### src/logic/ckc_pkg.sv
// constants shared by the oscillator trim and crystal control block
package ckc_pkg;
    localparam int DATA_W = 32;
    localparam int IDX_W = 6;
    localparam int BYTE_SHIFT = 2;
    // register indices; the byte address is four times the index
    localparam logic [IDX_W-1:0] IDX_FREQ_TRIM = 6'h11;
    localparam logic [IDX_W-1:0] IDX_TEMP_TRIM = 6'h12;
    localparam logic [IDX_W-1:0] IDX_SLOW_CTRL = 6'h18;
    localparam logic [IDX_W-1:0] IDX_XTAL_CTRL = 6'h1c;
    localparam logic [IDX_W-1:0] IDX_STATUS = 6'h1d;
    // field layout
    localparam int FREQ_TRIM_W = 6;
    localparam int TEMP_TRIM_W = 4;
    localparam int LOCK_BIT = 7;
    localparam int SLOW_KEEP_BIT = 1;
    localparam int XTAL_EN_BIT = 0;
    localparam int XTAL_KEEP_BIT = 1;
    localparam int XTAL_SEL_BIT = 2;
    localparam int CRYSTAL_STARTUP_COUNT_LSB = 4;
    localparam int CRYSTAL_STARTUP_COUNT_W = 2;
    localparam int STAT_XTAL_BIT = 6;
    localparam int STAT_SLOW_BIT = 5;
    // reset values
    localparam logic [FREQ_TRIM_W-1:0] FREQ_TRIM_RST = 6'h00;
    localparam logic [TEMP_TRIM_W-1:0] TEMP_TRIM_RST = 4'h0;
    localparam logic [CRYSTAL_STARTUP_COUNT_W-1:0] CRYSTAL_STARTUP_COUNT_RST = 2'h0;
    localparam logic BIT_RST = 1'b0;
    // start-up codes and their lengths in crystal cycles
    localparam logic [CRYSTAL_STARTUP_COUNT_W-1:0] CRYSTAL_STARTUP_COUNT_1K = 2'h0;
    localparam logic [CRYSTAL_STARTUP_COUNT_W-1:0] CRYSTAL_STARTUP_COUNT_16K = 2'h1;
    localparam logic [CRYSTAL_STARTUP_COUNT_W-1:0] CRYSTAL_STARTUP_COUNT_32K = 2'h2;
    localparam logic [CRYSTAL_STARTUP_COUNT_W-1:0] CRYSTAL_STARTUP_COUNT_64K = 2'h3;
    localparam int STARTUP_1K = 1024;
    localparam int STARTUP_16K = 16384;
    localparam int STARTUP_32K = 32768;
    localparam int STARTUP_64K = 65536;
    localparam int STARTUP_CNT_W = 17;
    // gate delays in oscillator cycles
    localparam int GATE_CNT_W = 3;
    localparam logic [GATE_CNT_W-1:0] SLOW_GATE_TICKS = 3'h4;
    localparam logic [GATE_CNT_W-1:0] XTAL_GATE_TICKS = 3'h2;
endpackage

### src/logic/ckc_tick_counter.sv
// counts oscillator ticks up to a target and then holds done
`timescale 1ns/100ps
module ckc_tick_counter #(
    parameter int CNT_W = 3
) (
    input wire logic sys_clk,
    input wire logic arst_n,
    input wire logic clear,
    input wire logic tick,
    input wire logic [CNT_W-1:0] target,
    output logic done
);
    initial begin
        if (CNT_W < 1) begin
            $error("ckc_tick_counter: CNT_W must be at least 1");
        end
    end

    logic [CNT_W-1:0] count_reg;
    logic done_reg;
    wire logic atEnd = (count_reg == target - {{(CNT_W-1){1'b0}}, 1'b1});
    wire logic step = tick && !done_reg;

    always_ff @(posedge sys_clk or negedge arst_n) begin
        if (!arst_n) begin
            count_reg <= '0;
            done_reg <= 1'b0;
        end else if (clear) begin
            count_reg <= '0;
            done_reg <= 1'b0;
        end else if (step) begin
            count_reg <= count_reg + {{(CNT_W-1){1'b0}}, 1'b1};
            done_reg <= atEnd;
        end
    end

    assign done = done_reg;
endmodule // ckc_tick_counter

### src/logic/ckc_osc_ctrl.sv
// oscillator trim, slow rc and crystal oscillator control with apb registers
`timescale 1ns/100ps
module ckc_osc_ctrl
    import ckc_pkg::*;
#(
    parameter int ADDR_W = 8,
    parameter int STARTUP_1K_P = ckc_pkg::STARTUP_1K,
    parameter int STARTUP_16K_P = ckc_pkg::STARTUP_16K,
    parameter int STARTUP_32K_P = ckc_pkg::STARTUP_32K,
    parameter int STARTUP_64K_P = ckc_pkg::STARTUP_64K
) (
    input wire logic sys_clk,
    input wire logic arst_n,
    input wire logic psel,
    input wire logic penable,
    input wire logic pwrite,
    input wire logic [ADDR_W-1:0] paddr,
    input wire logic [ckc_pkg::DATA_W-1:0] pwdata,
    output logic [ckc_pkg::DATA_W-1:0] prdata,
    output logic pready,
    output logic pslverr,
    input wire logic cfgUnlock,
    input wire logic freqSelectFuse,
    input wire logic lockFuseBit,
    input wire logic [ckc_pkg::FREQ_TRIM_W-1:0] factFreqTrimLow,
    input wire logic [ckc_pkg::FREQ_TRIM_W-1:0] factFreqTrimHigh,
    input wire logic [ckc_pkg::TEMP_TRIM_W-1:0] factTempTrimLow,
    input wire logic [ckc_pkg::TEMP_TRIM_W-1:0] factTempTrimHigh,
    output logic [ckc_pkg::FREQ_TRIM_W-1:0] freqTrim,
    output logic [ckc_pkg::TEMP_TRIM_W-1:0] tempSlopeTrim,
    input wire logic slowRcReq,
    input wire logic slowRcTick,
    output logic slowRcPowerOn,
    output logic slowRcClkGate,
    output logic slowRcStable,
    input wire logic crystalReq,
    input wire logic crystalTick,
    output logic crystalPowerOn,
    output logic crystalPinOverride,
    output logic crystalExtClkMode,
    output logic crystalClkGate,
    output logic crystalStable
);
    import ckc_pkg::*;

    initial begin
        if (ADDR_W < IDX_W + BYTE_SHIFT) begin
            $error("ckc_osc_ctrl: ADDR_W too small for the register map");
        end
        if (STARTUP_64K_P >= (1 << STARTUP_CNT_W) || STARTUP_1K_P < 1) begin
            $error("ckc_osc_ctrl: start-up counts do not fit the counter");
        end
    end

    ////////////////////////////////////////////////////////////////////////////////
    // registers

    logic loadPending_reg;
    logic lock_reg;
    logic [FREQ_TRIM_W-1:0] freqTrim_reg;
    logic [TEMP_TRIM_W-1:0] tempTrim_reg;
    logic slowKeep_reg;
    logic xEnable_reg;
    logic xKeep_reg;
    logic xSel_reg;
    logic [CRYSTAL_STARTUP_COUNT_W-1:0] xCsut_reg;
    logic [DATA_W-1:0] prdata_reg;

    ////////////////////////////////////////////////////////////////////////////////
    // apb decode

    wire logic [IDX_W-1:0] regIdx = paddr[IDX_W+BYTE_SHIFT-1:BYTE_SHIFT];
    wire logic addrAligned = (paddr[BYTE_SHIFT-1:0] == '0);
    wire logic upperZero = (paddr >> (IDX_W + BYTE_SHIFT)) == '0;
    wire logic hitFreq = (regIdx == IDX_FREQ_TRIM);
    wire logic hitTemp = (regIdx == IDX_TEMP_TRIM);
    wire logic hitSlow = (regIdx == IDX_SLOW_CTRL);
    wire logic hitXtal = (regIdx == IDX_XTAL_CTRL);
    wire logic hitStat = (regIdx == IDX_STATUS);
    wire logic mapped = addrAligned && upperZero && (hitFreq || hitTemp || hitSlow || hitXtal
                                                     || hitStat);
    wire logic setupPhase = psel && !penable;
    wire logic accessPhase = psel && penable;
    wire logic apbWrite = accessPhase && pwrite && mapped;
    wire logic wrOk = apbWrite && cfgUnlock && !loadPending_reg;
    wire logic trimWrOk = wrOk && !lock_reg;
    wire logic wrFreq = trimWrOk && hitFreq;
    wire logic wrTemp = trimWrOk && hitTemp;
    wire logic wrSlow = wrOk && hitSlow;
    wire logic wrXtal = wrOk && hitXtal;
    wire logic xCfgFrozen = xEnable_reg || crystalStable;
    wire logic wrXtalCfg = wrXtal && !xCfgFrozen;

    assign pready = 1'b1;
    assign pslverr = accessPhase && !mapped;
    assign prdata = prdata_reg;

    ////////////////////////////////////////////////////////////////////////////////
    // read data

    wire logic [DATA_W-1:0] rdFreq = {{(DATA_W-FREQ_TRIM_W){1'b0}}, freqTrim_reg};
    wire logic [DATA_W-1:0] rdTemp = (DATA_W'(lock_reg) << LOCK_BIT)
                                     | {{(DATA_W-TEMP_TRIM_W){1'b0}}, tempTrim_reg};
    wire logic [DATA_W-1:0] rdSlow = DATA_W'(slowKeep_reg) << SLOW_KEEP_BIT;
    wire logic [DATA_W-1:0] rdXtal = (DATA_W'(xCsut_reg) << CRYSTAL_STARTUP_COUNT_LSB)
                                     | (DATA_W'(xSel_reg) << XTAL_SEL_BIT)
                                     | (DATA_W'(xKeep_reg) << XTAL_KEEP_BIT)
                                     | (DATA_W'(xEnable_reg) << XTAL_EN_BIT);
    wire logic [DATA_W-1:0] rdStat = (DATA_W'(crystalStable) << STAT_XTAL_BIT)
                                     | (DATA_W'(slowRcStable) << STAT_SLOW_BIT);
    wire logic [DATA_W-1:0] rdMux = !mapped ? '0 : hitFreq ? rdFreq : hitTemp ? rdTemp
                                    : hitSlow ? rdSlow : hitXtal ? rdXtal : rdStat;

    always_ff @(posedge sys_clk or negedge arst_n) begin
        if (!arst_n) begin
            prdata_reg <= '0;
        end else if (setupPhase && !pwrite) begin
            prdata_reg <= rdMux;
        end
    end

    ////////////////////////////////////////////////////////////////////////////////
    // fast oscillator trim and lock, loaded from fuses after reset release

    wire logic [FREQ_TRIM_W-1:0] fuseFreq = freqSelectFuse ? factFreqTrimHigh : factFreqTrimLow;
    wire logic [TEMP_TRIM_W-1:0] fuseTemp = freqSelectFuse ? factTempTrimHigh : factTempTrimLow;

    always_ff @(posedge sys_clk or negedge arst_n) begin
        if (!arst_n) begin
            loadPending_reg <= 1'b1;
            lock_reg <= BIT_RST;
            freqTrim_reg <= FREQ_TRIM_RST;
            tempTrim_reg <= TEMP_TRIM_RST;
        end else if (loadPending_reg) begin
            loadPending_reg <= 1'b0;
            lock_reg <= lockFuseBit;
            freqTrim_reg <= fuseFreq;
            tempTrim_reg <= fuseTemp;
        end else begin
            if (wrFreq) begin
                freqTrim_reg <= pwdata[FREQ_TRIM_W-1:0];
            end
            if (wrTemp) begin
                tempTrim_reg <= pwdata[TEMP_TRIM_W-1:0];
            end
        end
    end

    assign freqTrim = freqTrim_reg;
    assign tempSlopeTrim = tempTrim_reg;

    ////////////////////////////////////////////////////////////////////////////////
    // control registers

    always_ff @(posedge sys_clk or negedge arst_n) begin
        if (!arst_n) begin
            slowKeep_reg <= BIT_RST;
            xEnable_reg <= BIT_RST;
            xKeep_reg <= BIT_RST;
            xSel_reg <= BIT_RST;
            xCsut_reg <= CRYSTAL_STARTUP_COUNT_RST;
        end else begin
            if (wrSlow) begin
                slowKeep_reg <= pwdata[SLOW_KEEP_BIT];
            end
            if (wrXtal) begin
                xEnable_reg <= pwdata[XTAL_EN_BIT];
                xKeep_reg <= pwdata[XTAL_KEEP_BIT];
            end
            if (wrXtalCfg) begin
                xSel_reg <= pwdata[XTAL_SEL_BIT];
                xCsut_reg <= pwdata[CRYSTAL_STARTUP_COUNT_LSB+CRYSTAL_STARTUP_COUNT_W-1:CRYSTAL_STARTUP_COUNT_LSB];
            end
        end
    end

    ////////////////////////////////////////////////////////////////////////////////
    // slow rc oscillator

    logic slowGateDone;

    assign slowRcPowerOn = slowKeep_reg || slowRcReq;

    ckc_tick_counter #(.CNT_W(GATE_CNT_W)) slowGate (
        .sys_clk(sys_clk),
        .arst_n(arst_n),
        .clear(!slowRcReq),
        .tick(slowRcTick),
        .target(SLOW_GATE_TICKS),
        .done(slowGateDone)
    );

    assign slowRcClkGate = slowGateDone && slowRcReq;
    assign slowRcStable = slowRcClkGate;

    ////////////////////////////////////////////////////////////////////////////////
    // crystal oscillator

    logic startupDone;
    logic xGateDone;
    logic [STARTUP_CNT_W-1:0] startupTarget;

    always_comb begin
        unique case (xCsut_reg)
            CRYSTAL_STARTUP_COUNT_1K: startupTarget = STARTUP_CNT_W'(STARTUP_1K_P);
            CRYSTAL_STARTUP_COUNT_16K: startupTarget = STARTUP_CNT_W'(STARTUP_16K_P);
            CRYSTAL_STARTUP_COUNT_32K: startupTarget = STARTUP_CNT_W'(STARTUP_32K_P);
            CRYSTAL_STARTUP_COUNT_64K: startupTarget = STARTUP_CNT_W'(STARTUP_64K_P);
        endcase
    end

    assign crystalPowerOn = xEnable_reg && (xKeep_reg || crystalReq);
    assign crystalPinOverride = xEnable_reg;
    assign crystalExtClkMode = xSel_reg;

    ckc_tick_counter #(.CNT_W(STARTUP_CNT_W)) xStartup (
        .sys_clk(sys_clk),
        .arst_n(arst_n),
        .clear(!crystalPowerOn || xSel_reg),
        .tick(crystalTick),
        .target(startupTarget),
        .done(startupDone)
    );

    wire logic startupOk = crystalPowerOn && (xSel_reg || startupDone);

    ckc_tick_counter #(.CNT_W(GATE_CNT_W)) xGate (
        .sys_clk(sys_clk),
        .arst_n(arst_n),
        .clear(!(crystalReq && startupOk)),
        .tick(crystalTick),
        .target(XTAL_GATE_TICKS),
        .done(xGateDone)
    );

    assign crystalClkGate = xGateDone && crystalReq && startupOk;
    assign crystalStable = crystalClkGate;

    // ticks seen in external clock mode while requested, saturating at the gate count
    logic [GATE_CNT_W-1:0] extTicks_reg;
    wire logic extReq = crystalReq && crystalPowerOn && xSel_reg;

    always_ff @(posedge sys_clk or negedge arst_n) begin
        if (!arst_n) begin
            extTicks_reg <= '0;
        end else if (!extReq) begin
            extTicks_reg <= '0;
        end else if (crystalTick && extTicks_reg != XTAL_GATE_TICKS) begin
            extTicks_reg <= extTicks_reg + {{(GATE_CNT_W-1){1'b0}}, 1'b1};
        end
    end
endmodule // ckc_osc_ctrl

### config.mk
export PLATFORM = sky130hd
export DESIGN_NAME = ckc_osc_ctrl
export DESIGN_NICKNAME = d
export VERILOG_FILES = /design/src/logic/ckc_pkg.sv /design/src/logic/ckc_tick_counter.sv /design/src/logic/ckc_osc_ctrl.sv
export SDC_FILE = /design/constraint.sdc
export NUM_CORES = 1
export LEC_CHECK = 0
export BUFFER_PORTS_ARGS = -buffer_cell sky130_fd_sc_hd__buf_2
export CAP_MARGIN = 20
export CORE_AREA = 2 2 120 64
export CTS_BUF_LIST = sky130_fd_sc_hd__clkbuf_8
export DETAILED_ROUTE_END_ITERATION = 10
export DIE_AREA = 0 0 122 66
export PLACE_DENSITY = 0.83
export REMOVE_ABC_BUFFERS = 1
export SLEW_MARGIN = 20
export SYNTH_ARGS = -nofsm -noshare
export SYNTH_HDL_FRONTEND = slang
export SYNTH_SLANG_ARGS = --single-unit
### constraint.sdc
create_clock -name sys_clk -period 1.6 [get_ports sys_clk]
set_input_delay 0.24 -clock sys_clk [delete_from_list [all_inputs] [get_ports sys_clk]]
set_output_delay 0.24 -clock sys_clk [all_outputs]
set_load 0.05 [all_outputs]
# Word-level counts from Yosys, hierarchy flattened
# Index checks and enable logic that the tools add are counted.
# classes
magnitude_cmp	0
muxes	24
n_bitwise	5
n_mul	0
n_shift	0
eq_ne	13
add_sub_neg	4
reduce_logical	48
div_mod_pow	0
# ops
operator	count
case mux 17 bit (4 select lines)	1
two-way mux 17 bit	2
equality test 6 x 5 -> 1 bit, second input constant	5
logical AND 1 bit	24
two-way mux 8 bit	3
two-way mux 6 bit	3
adder 17 x 1 -> 17 bit, second input constant	1
equality test 17 bit	1
subtractor 17 x 1 -> 17 bit, second input constant	1
two-way mux 7 bit	2
two-way mux 3 bit	4
two-way mux 4 bit	3
logical NOT 1 bit	10
logical OR 1 bit	9
bitwise OR 8 x 4 -> 8 bit	1
bitwise OR 7 x 6 -> 7 bit	1
adder 3 x 1 -> 3 bit, second input constant	2
two-way mux 1 bit	6
bitwise OR 6 x 1 -> 6 bit	1
bitwise OR 6 x 2 -> 6 bit	1
bitwise OR 6 x 3 -> 6 bit	1
nonzero test 2 bit	3
equality test 2 bit, second input constant	2
logical NOT 2 bit	2
4 further kinds	5
# totals
inputBits	72
ramBits	0
romBits	0
output_inout_bits	52
wordCells	110
regBits	76
mem_count	0
latchBits	0

# Depth between registers and ports, before layout
# Gate-level depths: netlist of run 1.
# logic_depth
word_depth	13
depth_mapped	5
ltp_nobuf	5

# By module
# From an unflattened synthesis of run 1, not the netlist that was laid out.
# hier_totals
cells_unflattened	399
area_unflattened_um2	3698.5
# modules_own_cells
module	area_each_um2	n_inst	cells_per_inst	seq_area_each_um2
ckc_osc_ctrl	1735.4	1	180	651.9
ckc_tick_counter (xStartup)	1470.2	1	173	450.4
ckc_tick_counter (slowGate ...)	246.5	2	23	100.1

# Least setup slack after synthesis of run 1
# No wires, ideal clock.
# synth_timing
path_type	register to output
startpoint	reg xSel_reg (netlist: crystalExtClkMode)
endpoint	out crystalStable
path_buffers	1
required_time_ns	1.360
path_stages_with_launch	4
slack_ns	-0.702
t_arrival_ns	2.062
cell_sequence	dfrtp_1 > o211ai_1 > nor2_1 > buf_4
# synth_via
elab_chain_len	3
# synth_rtl
element	line	text
from (decl)	ckc_osc_ctrl.sv:65	logic xSel_reg;
from (signal assigned)	ckc_osc_ctrl.sv:171	xSel_reg <= pwdata[XTAL_SEL_BIT];
logical OR 1 bit	ckc_osc_ctrl.sv:225	wire logic startupOk = crystalPowerOn && (xSel_reg || startupDone);
logical AND 1 bit	ckc_osc_ctrl.sv:225	
logical AND 1 bit	ckc_osc_ctrl.sv:236	assign crystalClkGate = xGateDone && crystalReq && startupOk;
to (decl)	ckc_osc_ctrl.sv:42	output logic crystalStable
# Every way passes these cells.

# Final worst setup path of run 1
# layout_timing
startpoint	reg xEnable_reg (netlist: crystalPinOverride)
endpoint	out crystalStable
# layout_via
elab_chain_len	3
# layout_rtl
element	line	text
from (decl)	ckc_osc_ctrl.sv:63	logic xEnable_reg;
from (signal assigned)	ckc_osc_ctrl.sv:167	xEnable_reg <= pwdata[XTAL_EN_BIT];
logical AND 1 bit	ckc_osc_ctrl.sv:212	assign crystalPowerOn = xEnable_reg && (xKeep_reg || crystalReq);
logical AND 1 bit	ckc_osc_ctrl.sv:225	
logical AND 1 bit	ckc_osc_ctrl.sv:236	
# Every way passes these cells.

==> results of run 1 <==
worst max path at each step:
stage	cells after the start	to	slack [ns]	startpoint
after global placement	5	xCsut_reg[0]$_DFFE_PN0P_	-0.28	paddr[2]
after global routing	4	crystalClkGate	-0.08	crystalPinOverride$_DFFE_PN0P_
final	4	crystalStable	-0.02	crystalPinOverride$_DFFE_PN0P_
after CTS	4	crystalStable	-0.02	crystalPinOverride$_DFFE_PN0P_
after floorplan	2	crystalClkGate	-0.94	crystalExtClkMode$_DFFE_PN0P_
after detailed placement	5	xCsut_reg[0]$_DFFE_PN0P_	-0.35	paddr[2]
cells in the mapped netlist, types with 5 or more instances:
cell       n
mux2_2    14
o21ai_0   10
clkbuf_1   7
nor2_1    28
inv_1      7
and2_1     8
xnor2_1    6
mux2_1     5
buf_4     28
ha_1       5
nor2b_1    5
nand4_1    8
mux2i_1   14
nand2_1   19
xor2_1     8
a21oi_1   16
dfrtp_1   51
cells by family (layout without fill, tap and decap cells):
kind of cell / count (synthesis) / count (layout) / share of synthesized area
AO/OA/AOI/OAI: 52 / 52 / 0.116
XOR/XNOR: 14 / 14 / 0.0393
adder cells (fa/ha/maj): 5 / 5 / 0.0201
buffers and inverters: 43 / 129 / 0.0879
flip-flops: 52 / 52 / 0.418
multiplexers: 33 / 33 / 0.114
other: 2 / 26 / 0.00241
AND/OR/NAND/NOR: 108 / 108 / 0.203
per-layer routing:
| layer | wire length, µm | part of all wire | vias up |
|---|---|---|---|
| met5 | 0 | 0 | - |
| met4 | 57 | 0.0070 | 0 |
| met2 | 3360 | 0.41 | 124 |
| li1 | - | - | 1276 |
| met3 | 721 | 0.089 | 7 |
| met1 | 3970 | 0.49 | 1311 |
timing repair:
| item | in CTS | in global routing |
|---|---|---|
| endpoints found under the hold margin | 21 | 0 |
| resized for setup | 15 | 18 |
| hold buffers | 1 | 0 |
| pin swaps | 4 | 5 |
| buffers inserted | 4 | 3 |
| endpoints found under the setup margin | 5 | 15 |
power groups by stage:
stage          clock network, µW  logic [µW]  registers [µW]
5_1_grt                     1040         677            1410
6_report                     975         634            1400
4_1_cts                      988         628            1400
3_3_place_gp                   0         603            1420
2_1_floorplan                  0         273            1540
3_5_place_dp                   0         617            1430
through the flow:
stage	std cells	utilization	TNS, ns
floorplan	297	-	-3.52
global placement	499	0.527	-3.37
detailed placement	499	0.527	-4.27
CTS	512	0.557	-0.0320
global route	515	0.568	-0.280
finish	515	0.568	-0.0439
area by class of cell:
| cell class | instances | area share |
|---|---|---|
| Clock buffer | 6 | 0.0207 |
| Timing Repair Buffer | 114 | 0.184 |
| Clock inverter | 2 | 0.00973 |
| Sequential cell | 52 | 0.327 |
| Inverter | 7 | 0.00659 |
| Tap cell | 96 | 0.0301 |
| Multi-Input combinational cell | 238 | 0.422 |
worst max-delay path, delay by kind of cell, from the launching register on:
kind | cells | cell delay, ns
flops | 1 | 0.38
simple gates | 1 | 0.23
compound gates | 1 | 0.14
buf+inv | 2 | 0.29
==> reports/results.ini, run 1 <==
[outcome]
status = finished, violations left
violations = negative setup slack

[route]
ant_nets = 0
dr.pass1.iters = 5
post-route-drc-count = 0
wl_per_cell_um = 15.7
drt_iter0_markers = 196
vias = 2718
finalWirelength_um = 8100
vias_per_cell = 5.28

[finish]
drive_gt1_frac = 0.382
final_cell_area_um2 = 3990
final_common_cell = buf_2
diodes = 0
largest_reg_flops = 17
multi_input_area_um2 = 1680
n_fill_cell = 593
layout-area-overhead-vs-synth_pct = 27.8
fin_nets = 495
regArea_um2 = 1300
final_cell_mix = buf_2, dfrtp_1, buf_4

[critical_path]
worst-r2r-cell-count = 5
rrSetupSlack_ns = -0.01
cp_common_cell = buf_6
crit_path_max_incr_delay_ns = 0.38
critPathKind = flip-flop to primary output
end_kind = primary output
r2r_start = xStartup.count_reg[0]$_DFFE_PN0P_
arrival_ns = 1.38
crit_path_top_delay_cell = dfrtp_1
cp_max_fo = 2
rr_endpoint = xStartup.count_reg[12]$_DFFE_PN0P_
critical_path.cell_chain = buf_6 -> o211ai_1 -> nor2_2 -> buf_6
cp.required_ns = 1.36
startpoint_type = flip-flop

[synth]
netlist_top_cells_area = dfrtp_1, buf_4, mux2_2
ys_types = 59
syn_area_um2 = 3120
ys_async_sr_fraction = 1.00
yosysTopAreaCell = dfrtp_1
synth_seq_area_share = 0.418
ys.flop_type = dfrtp_1
netlist_instances = 309
ys_ff_latch = 52
syn_avg_cell_area_um2 = 10.1
synth_top_cell_area_share = 0.409
synth_edf_count = 0
ys_warn_count = 0

[power_and_ir_drop]
p_int_uw = 2070
leakagePower_uw = 0.00193
netSwitchingFraction = 0.314
pwr-share-clk = 0.324
power_switching_uw = 945
combPwrFrac = 0.211
p_per_area_nw_per_um2 = 755
pwr-share-seq = 0.465
total_power_uw = 3010
ir_drop_v = 0.000330

[placed_design]
portBuffers = 72
hpwl_um = 6280
place_ws_ns = -0.347
place_area_um2 = 3700
gp_congestion = 0.935

[timing]
hold_violations = 0
finalCriticalPeriod_ns = 1.62
rsz0062_at_grt = yes
whs_ns = 0.158
finalMaxSlewViolations = 0
clock_skew_ns = 0.0100
setup_viol = 3
setup_slack_ns = -0.0153
max_freq_ghz = 0.619
finalCritPeriodShare = 1.01

[floorplanning]
die_w_um = 122
die_area_um2 = 8050
start_util = 0.444
std_cell_rows = 22
num_io_pins = 124
fp.dieH_um = 66
core_um2 = 7020

[clock_tree]
clock_path_buffers = 2
htreeDepth = 2
cts_tree = yes
numCtsBuffers = 5
path_clk_slew_ns = 0.09
clock-sinks = 52
insertion_delay_ns = 0.32
cts-root-buf = clkbuf_8

[grt]
grt_use_total = 0.204
grt_pass1_vias = 2494
met2_usage = 0.281
met1_usage = 0.313
met3_usage = 0.0612
grt_antenna_before_repair = 0
grt_busiest_layer = met1
grt_first_pass_wirelength_um = 12500
grt_max_degree = 31
grt-ovfl-total = 0

[min_path]
min_from = lockFuseBit
holdPathStages = 2
hp-class = input pin to flip-flop
whs_endpoint = lock_reg$_DFFE_PN0P_

[run]
max_cap_viol_count = 0

Note: power is estimated with default switching activity, not from simulation.
==> run 2: changes to the inputs <==
--- a/config.mk
+++ b/config.mk
@@ -7,13 +7,14 @@
 export LEC_CHECK = 0
 export BUFFER_PORTS_ARGS = -buffer_cell sky130_fd_sc_hd__buf_2
 export CAP_MARGIN = 20
-export CORE_AREA = 2 2 120 64
+export CORE_AREA = 2 2 122 65
 export CTS_BUF_LIST = sky130_fd_sc_hd__clkbuf_8
 export DETAILED_ROUTE_END_ITERATION = 10
-export DIE_AREA = 0 0 122 66
-export PLACE_DENSITY = 0.83
+export DIE_AREA = 0 0 124 67
+export PLACE_DENSITY = 0.86
 export REMOVE_ABC_BUFFERS = 1
 export SLEW_MARGIN = 20
 export SYNTH_ARGS = -nofsm -noshare
 export SYNTH_HDL_FRONTEND = slang
+export SYNTH_HIERARCHICAL = 1
 export SYNTH_SLANG_ARGS = --single-unit
==> constraint.sdc (replaced) <==
create_clock -name sys_clk -period 1.75 [get_ports sys_clk]
set_input_delay 0.2625 -clock sys_clk [delete_from_list [all_inputs] [get_ports sys_clk]]
set_output_delay 0.2625 -clock sys_clk [all_outputs]
set_load 0.05 [all_outputs]
==> run 2 against run 1 <==
Net effect:
- combinational power is 11% higher
- area after synthesis increased by 19%
- critical path depth rose by 4
- core utilization up 11 points
- synthesized cell count grew 29%
- hold slack gained 0.026 ns
- die area up 3.2%
- sequential power fell by 8%
- the run still ends with negative setup slack left
- wire length grew 25%
- via count is 26% higher
==> reports/results.ini, run 2 <==
[synth]
ys_ff_latch = 52  ; unchanged
netlist_instances = 399  ; was 309
synth_top_cell_area_share = 0.345  ; was 0.409
ys_warn_count = 6  ; was 0
ys_types = 55  ; was 59
synth_edf_count = 0  ; unchanged
netlist_top_cells_area = dfrtp_1, xor2_1, buf_4  ; was dfrtp_1, buf_4, mux2_2
synth_seq_area_share = 0.352  ; was 0.418
synth_commonest_cells = dfrtp_1, nor2_1, xor2_1  ; was dfrtp_1, buf_4, nor2_1
syn_avg_cell_area_um2 = 9.27  ; was 10.1 µm²
yosysTopAreaCell = dfrtp_1  ; unchanged
synth.most_common_cell = dfrtp_1  ; unchanged
syn_area_um2 = 3700  ; was 3120 µm²
ys.flop_type = dfrtp_1  ; unchanged
ys_async_sr_fraction = 1.00  ; unchanged

[route]
drt_iter0_markers = 286  ; was 196
finalWirelength_um = 10200  ; was 8100 µm
ant_nets = 0  ; unchanged
dr.pass1.iters = 5  ; unchanged
vias_per_cell = 5.11  ; was 5.28
wl_per_cell_um = 15.1  ; was 15.7 µm
vias = 3436  ; was 2,718
post-route-drc-count = 0  ; unchanged

[placed_design]
dp_cells = 657  ; was 499
gp_congestion = 0.873  ; was 0.935
portBuffers = 72  ; unchanged
place_ws_ns = -0.395  ; was -0.347 ns
hpwl_um = 7690  ; was 6280 µm

[timing]
setup_slack_ns = -0.101  ; was -0.0153 ns
finalCriticalPeriod_ns = 1.85
tightest_slew_ns = 0.563
finalMaxSlewViolations = 0  ; unchanged
max_freq_ghz = 0.540
clock_skew_ns = 0.0168  ; was 0.0100 ns
setup_viol = 3  ; unchanged
maxSlewHeadroom = 0.623
hold_violations = 0  ; unchanged
finalCritPeriodShare = 1.06
fin_tns_setup_ns = -0.157  ; was -0.0439 ns
rsz0062_at_grt = yes  ; unchanged

[clock_tree]
cts_tree = yes  ; unchanged
cts-root-buf = clkbuf_8  ; unchanged
numCtsBuffers = 5  ; unchanged
htreeDepth = 2  ; unchanged
path_clk_slew_ns = 0.11  ; was 0.09 ns
clock_path_buffers = 2  ; unchanged
clock-sinks = 52  ; unchanged
insertion_delay_ns = 0.33  ; was 0.32 ns

[grt]
grt_first_pass_wirelength_um = 15800  ; was 12,500 µm
met3_usage = 0.0582  ; was 0.0612
grt_antenna_before_repair = 0  ; unchanged
grt-ovfl-total = 0  ; unchanged
grt_busiest_layer = met2  ; was met1
grt_use_total = 0.256  ; was 0.204
met1_usage = 0.337  ; was 0.313
grt_pass1_vias = 3198  ; was 2,494
met2_usage = 0.444  ; was 0.281
grt_max_degree = 38  ; was 31

[critical_path]
rr_endpoint = xStartup/done$_DFFE_PN0P_  ; was xStartup.count_reg[12]$_DFFE_PN0P_
startpoint = xCsut_reg[1]$_DFFE_PN0P_  ; was crystalPinOverride$_DFFE_PN0P_
r2r_start = xCsut_reg[1]$_DFFE_PN0P_  ; was xStartup.count_reg[0]$_DFFE_PN0P_
worstSetupEndpoint = xStartup/done$_DFFE_PN0P_  ; was crystalStable
arrival_ns = 2.12  ; was 1.38 ns
startpoint_type = flip-flop  ; unchanged
cp.required_ns = 2.01  ; was 1.36 ns
rrSetupSlack_ns = -0.10  ; was -0.01 ns
end_kind = flip-flop  ; was primary output
worst-r2r-cell-count = 8  ; was 5
critPathKind = flip-flop to flip-flop  ; was flip-flop to primary output
cp_max_fo = 2  ; unchanged

[floorplanning]
die_w_um = 124  ; was 122 µm
start_util = 0.517  ; was 0.444
num_io_pins = 124  ; unchanged
core_um2 = 7160  ; was 7020 µm²
fp.dieH_um = 67  ; was 66 µm
die_area_um2 = 8310  ; was 8050 µm²
std_cell_rows = 22  ; unchanged

[power_and_ir_drop]
p_per_area_nw_per_um2 = 590  ; was 755 nW/µm²
ir_drop_v = 0.000489  ; was 0.000330 V
leakagePower_uw = 0.00238  ; was 0.00193 µW

[run]
max_cap_viol_count = 0  ; unchanged

[min_path]
hp-class = input pin to flip-flop  ; unchanged

[finish]
largest_reg_flops = 17  ; unchanged
post-route-util = 0.680  ; was 0.568
final_common_cell = conb_1  ; was buf_2
drive_gt1_frac = 0.295  ; was 0.382
diodes = 0  ; unchanged
fin_cells = 673  ; was 515
final_cell_mix = conb_1, buf_2, dfrtp_1  ; was buf_2, dfrtp_1, buf_4
fin_nets = 654  ; was 495
layout-area-overhead-vs-synth_pct = 31.6  ; was 27.8%

[outcome]
status = finished, violations left  ; unchanged
violations = negative setup slack  ; unchanged

-- run 2: power by group --
group,leakage (µW),internal [µW],switching [µW]
combinational,0.00162,220,486
clock,0.0000600,434,444
sequential,0.000693,1240,43.9
total,0.00238,1900,973
-- run 2: critical path, cell delays in order, from the launching register on --
cell,delay [ns]
dfrtp_1,0.45
buf_6,0.15
nor2b_4,0.14
xor2_2,0.18
xnor2_1,0.08
or4_1,0.50
nand3_2,0.11
o211ai_2,0.09
o22ai_2,0.09
-- run 2: final cells by class --
class	count	area [µm²]
fill	536	2290
tap	96	120
clock inverter	3	46.3
sequential	52	1300
multi-input combinational	387	2540
clock buffer	5	68.8
inverter	14	52.6
timing repair buffer	116	739
-- run 2: logic make-up after synthesis --
kind of cell / after synthesis / synth area share
compound gates: 47 / 0.0859
xor+xnor: 47 / 0.111
fa+ha+maj: 6 / 0.0203
buf+inv: 54 / 0.0829
flops: 52 / 0.352
mux: 33 / 0.0954
other cells: 2 / 0.00203
simple gates: 158 / 0.250
-- run 2: worst min path at each step --
stage           startpoint                             to  slack [ns]  depth (start not counted)
6_report       lockFuseBit           lock_reg$_DFFE_PN0P_        0.18                          2
4_1_cts        lockFuseBit           lock_reg$_DFFE_PN0P_        0.19                          2
3_5_place_dp        arst_n        freqTrim[2]$_DFFE_PN0P_        0.21                          1
2_1_floorplan       arst_n  crystalExtClkMode$_DFFE_PN0P_       -0.03                          0
5_1_grt        lockFuseBit           lock_reg$_DFFE_PN0P_        0.17                          2
3_3_place_gp        arst_n        freqTrim[2]$_DFFE_PN0P_        0.21                          1
-- run 2: repair_timing --
item	CTS	global route
resized for setup	13	19
hold buffers	1	0
setup endpoints to repair	7	4
endpoints found under the hold margin	14	0
gates cloned	0	0
pin swaps	11	11
buffers inserted	5	2
-- run 2: stage by stage --
stage | power, µW | area [µm²] | hold slack, ns
2_1_floorplan | 1770 | 3800 | -0.0331
3_3_place_gp | 1960 | 4560 | 0.206
3_5_place_dp | 1980 | 4560 | 0.213
4_1_cts | 2850 | 4770 | 0.190
5_1_grt | 3010 | 4870 | 0.175
6_report | 2870 | 4870 | 0.184
-- run 2: routing by layer --
layer | up-vias | part of all wire
met4 | 0 | 0.0042
li1 | 1634 | -
met3 | 5 | 0.078
met2 | 157 | 0.48
met5 | - | 0
met1 | 1640 | 0.44
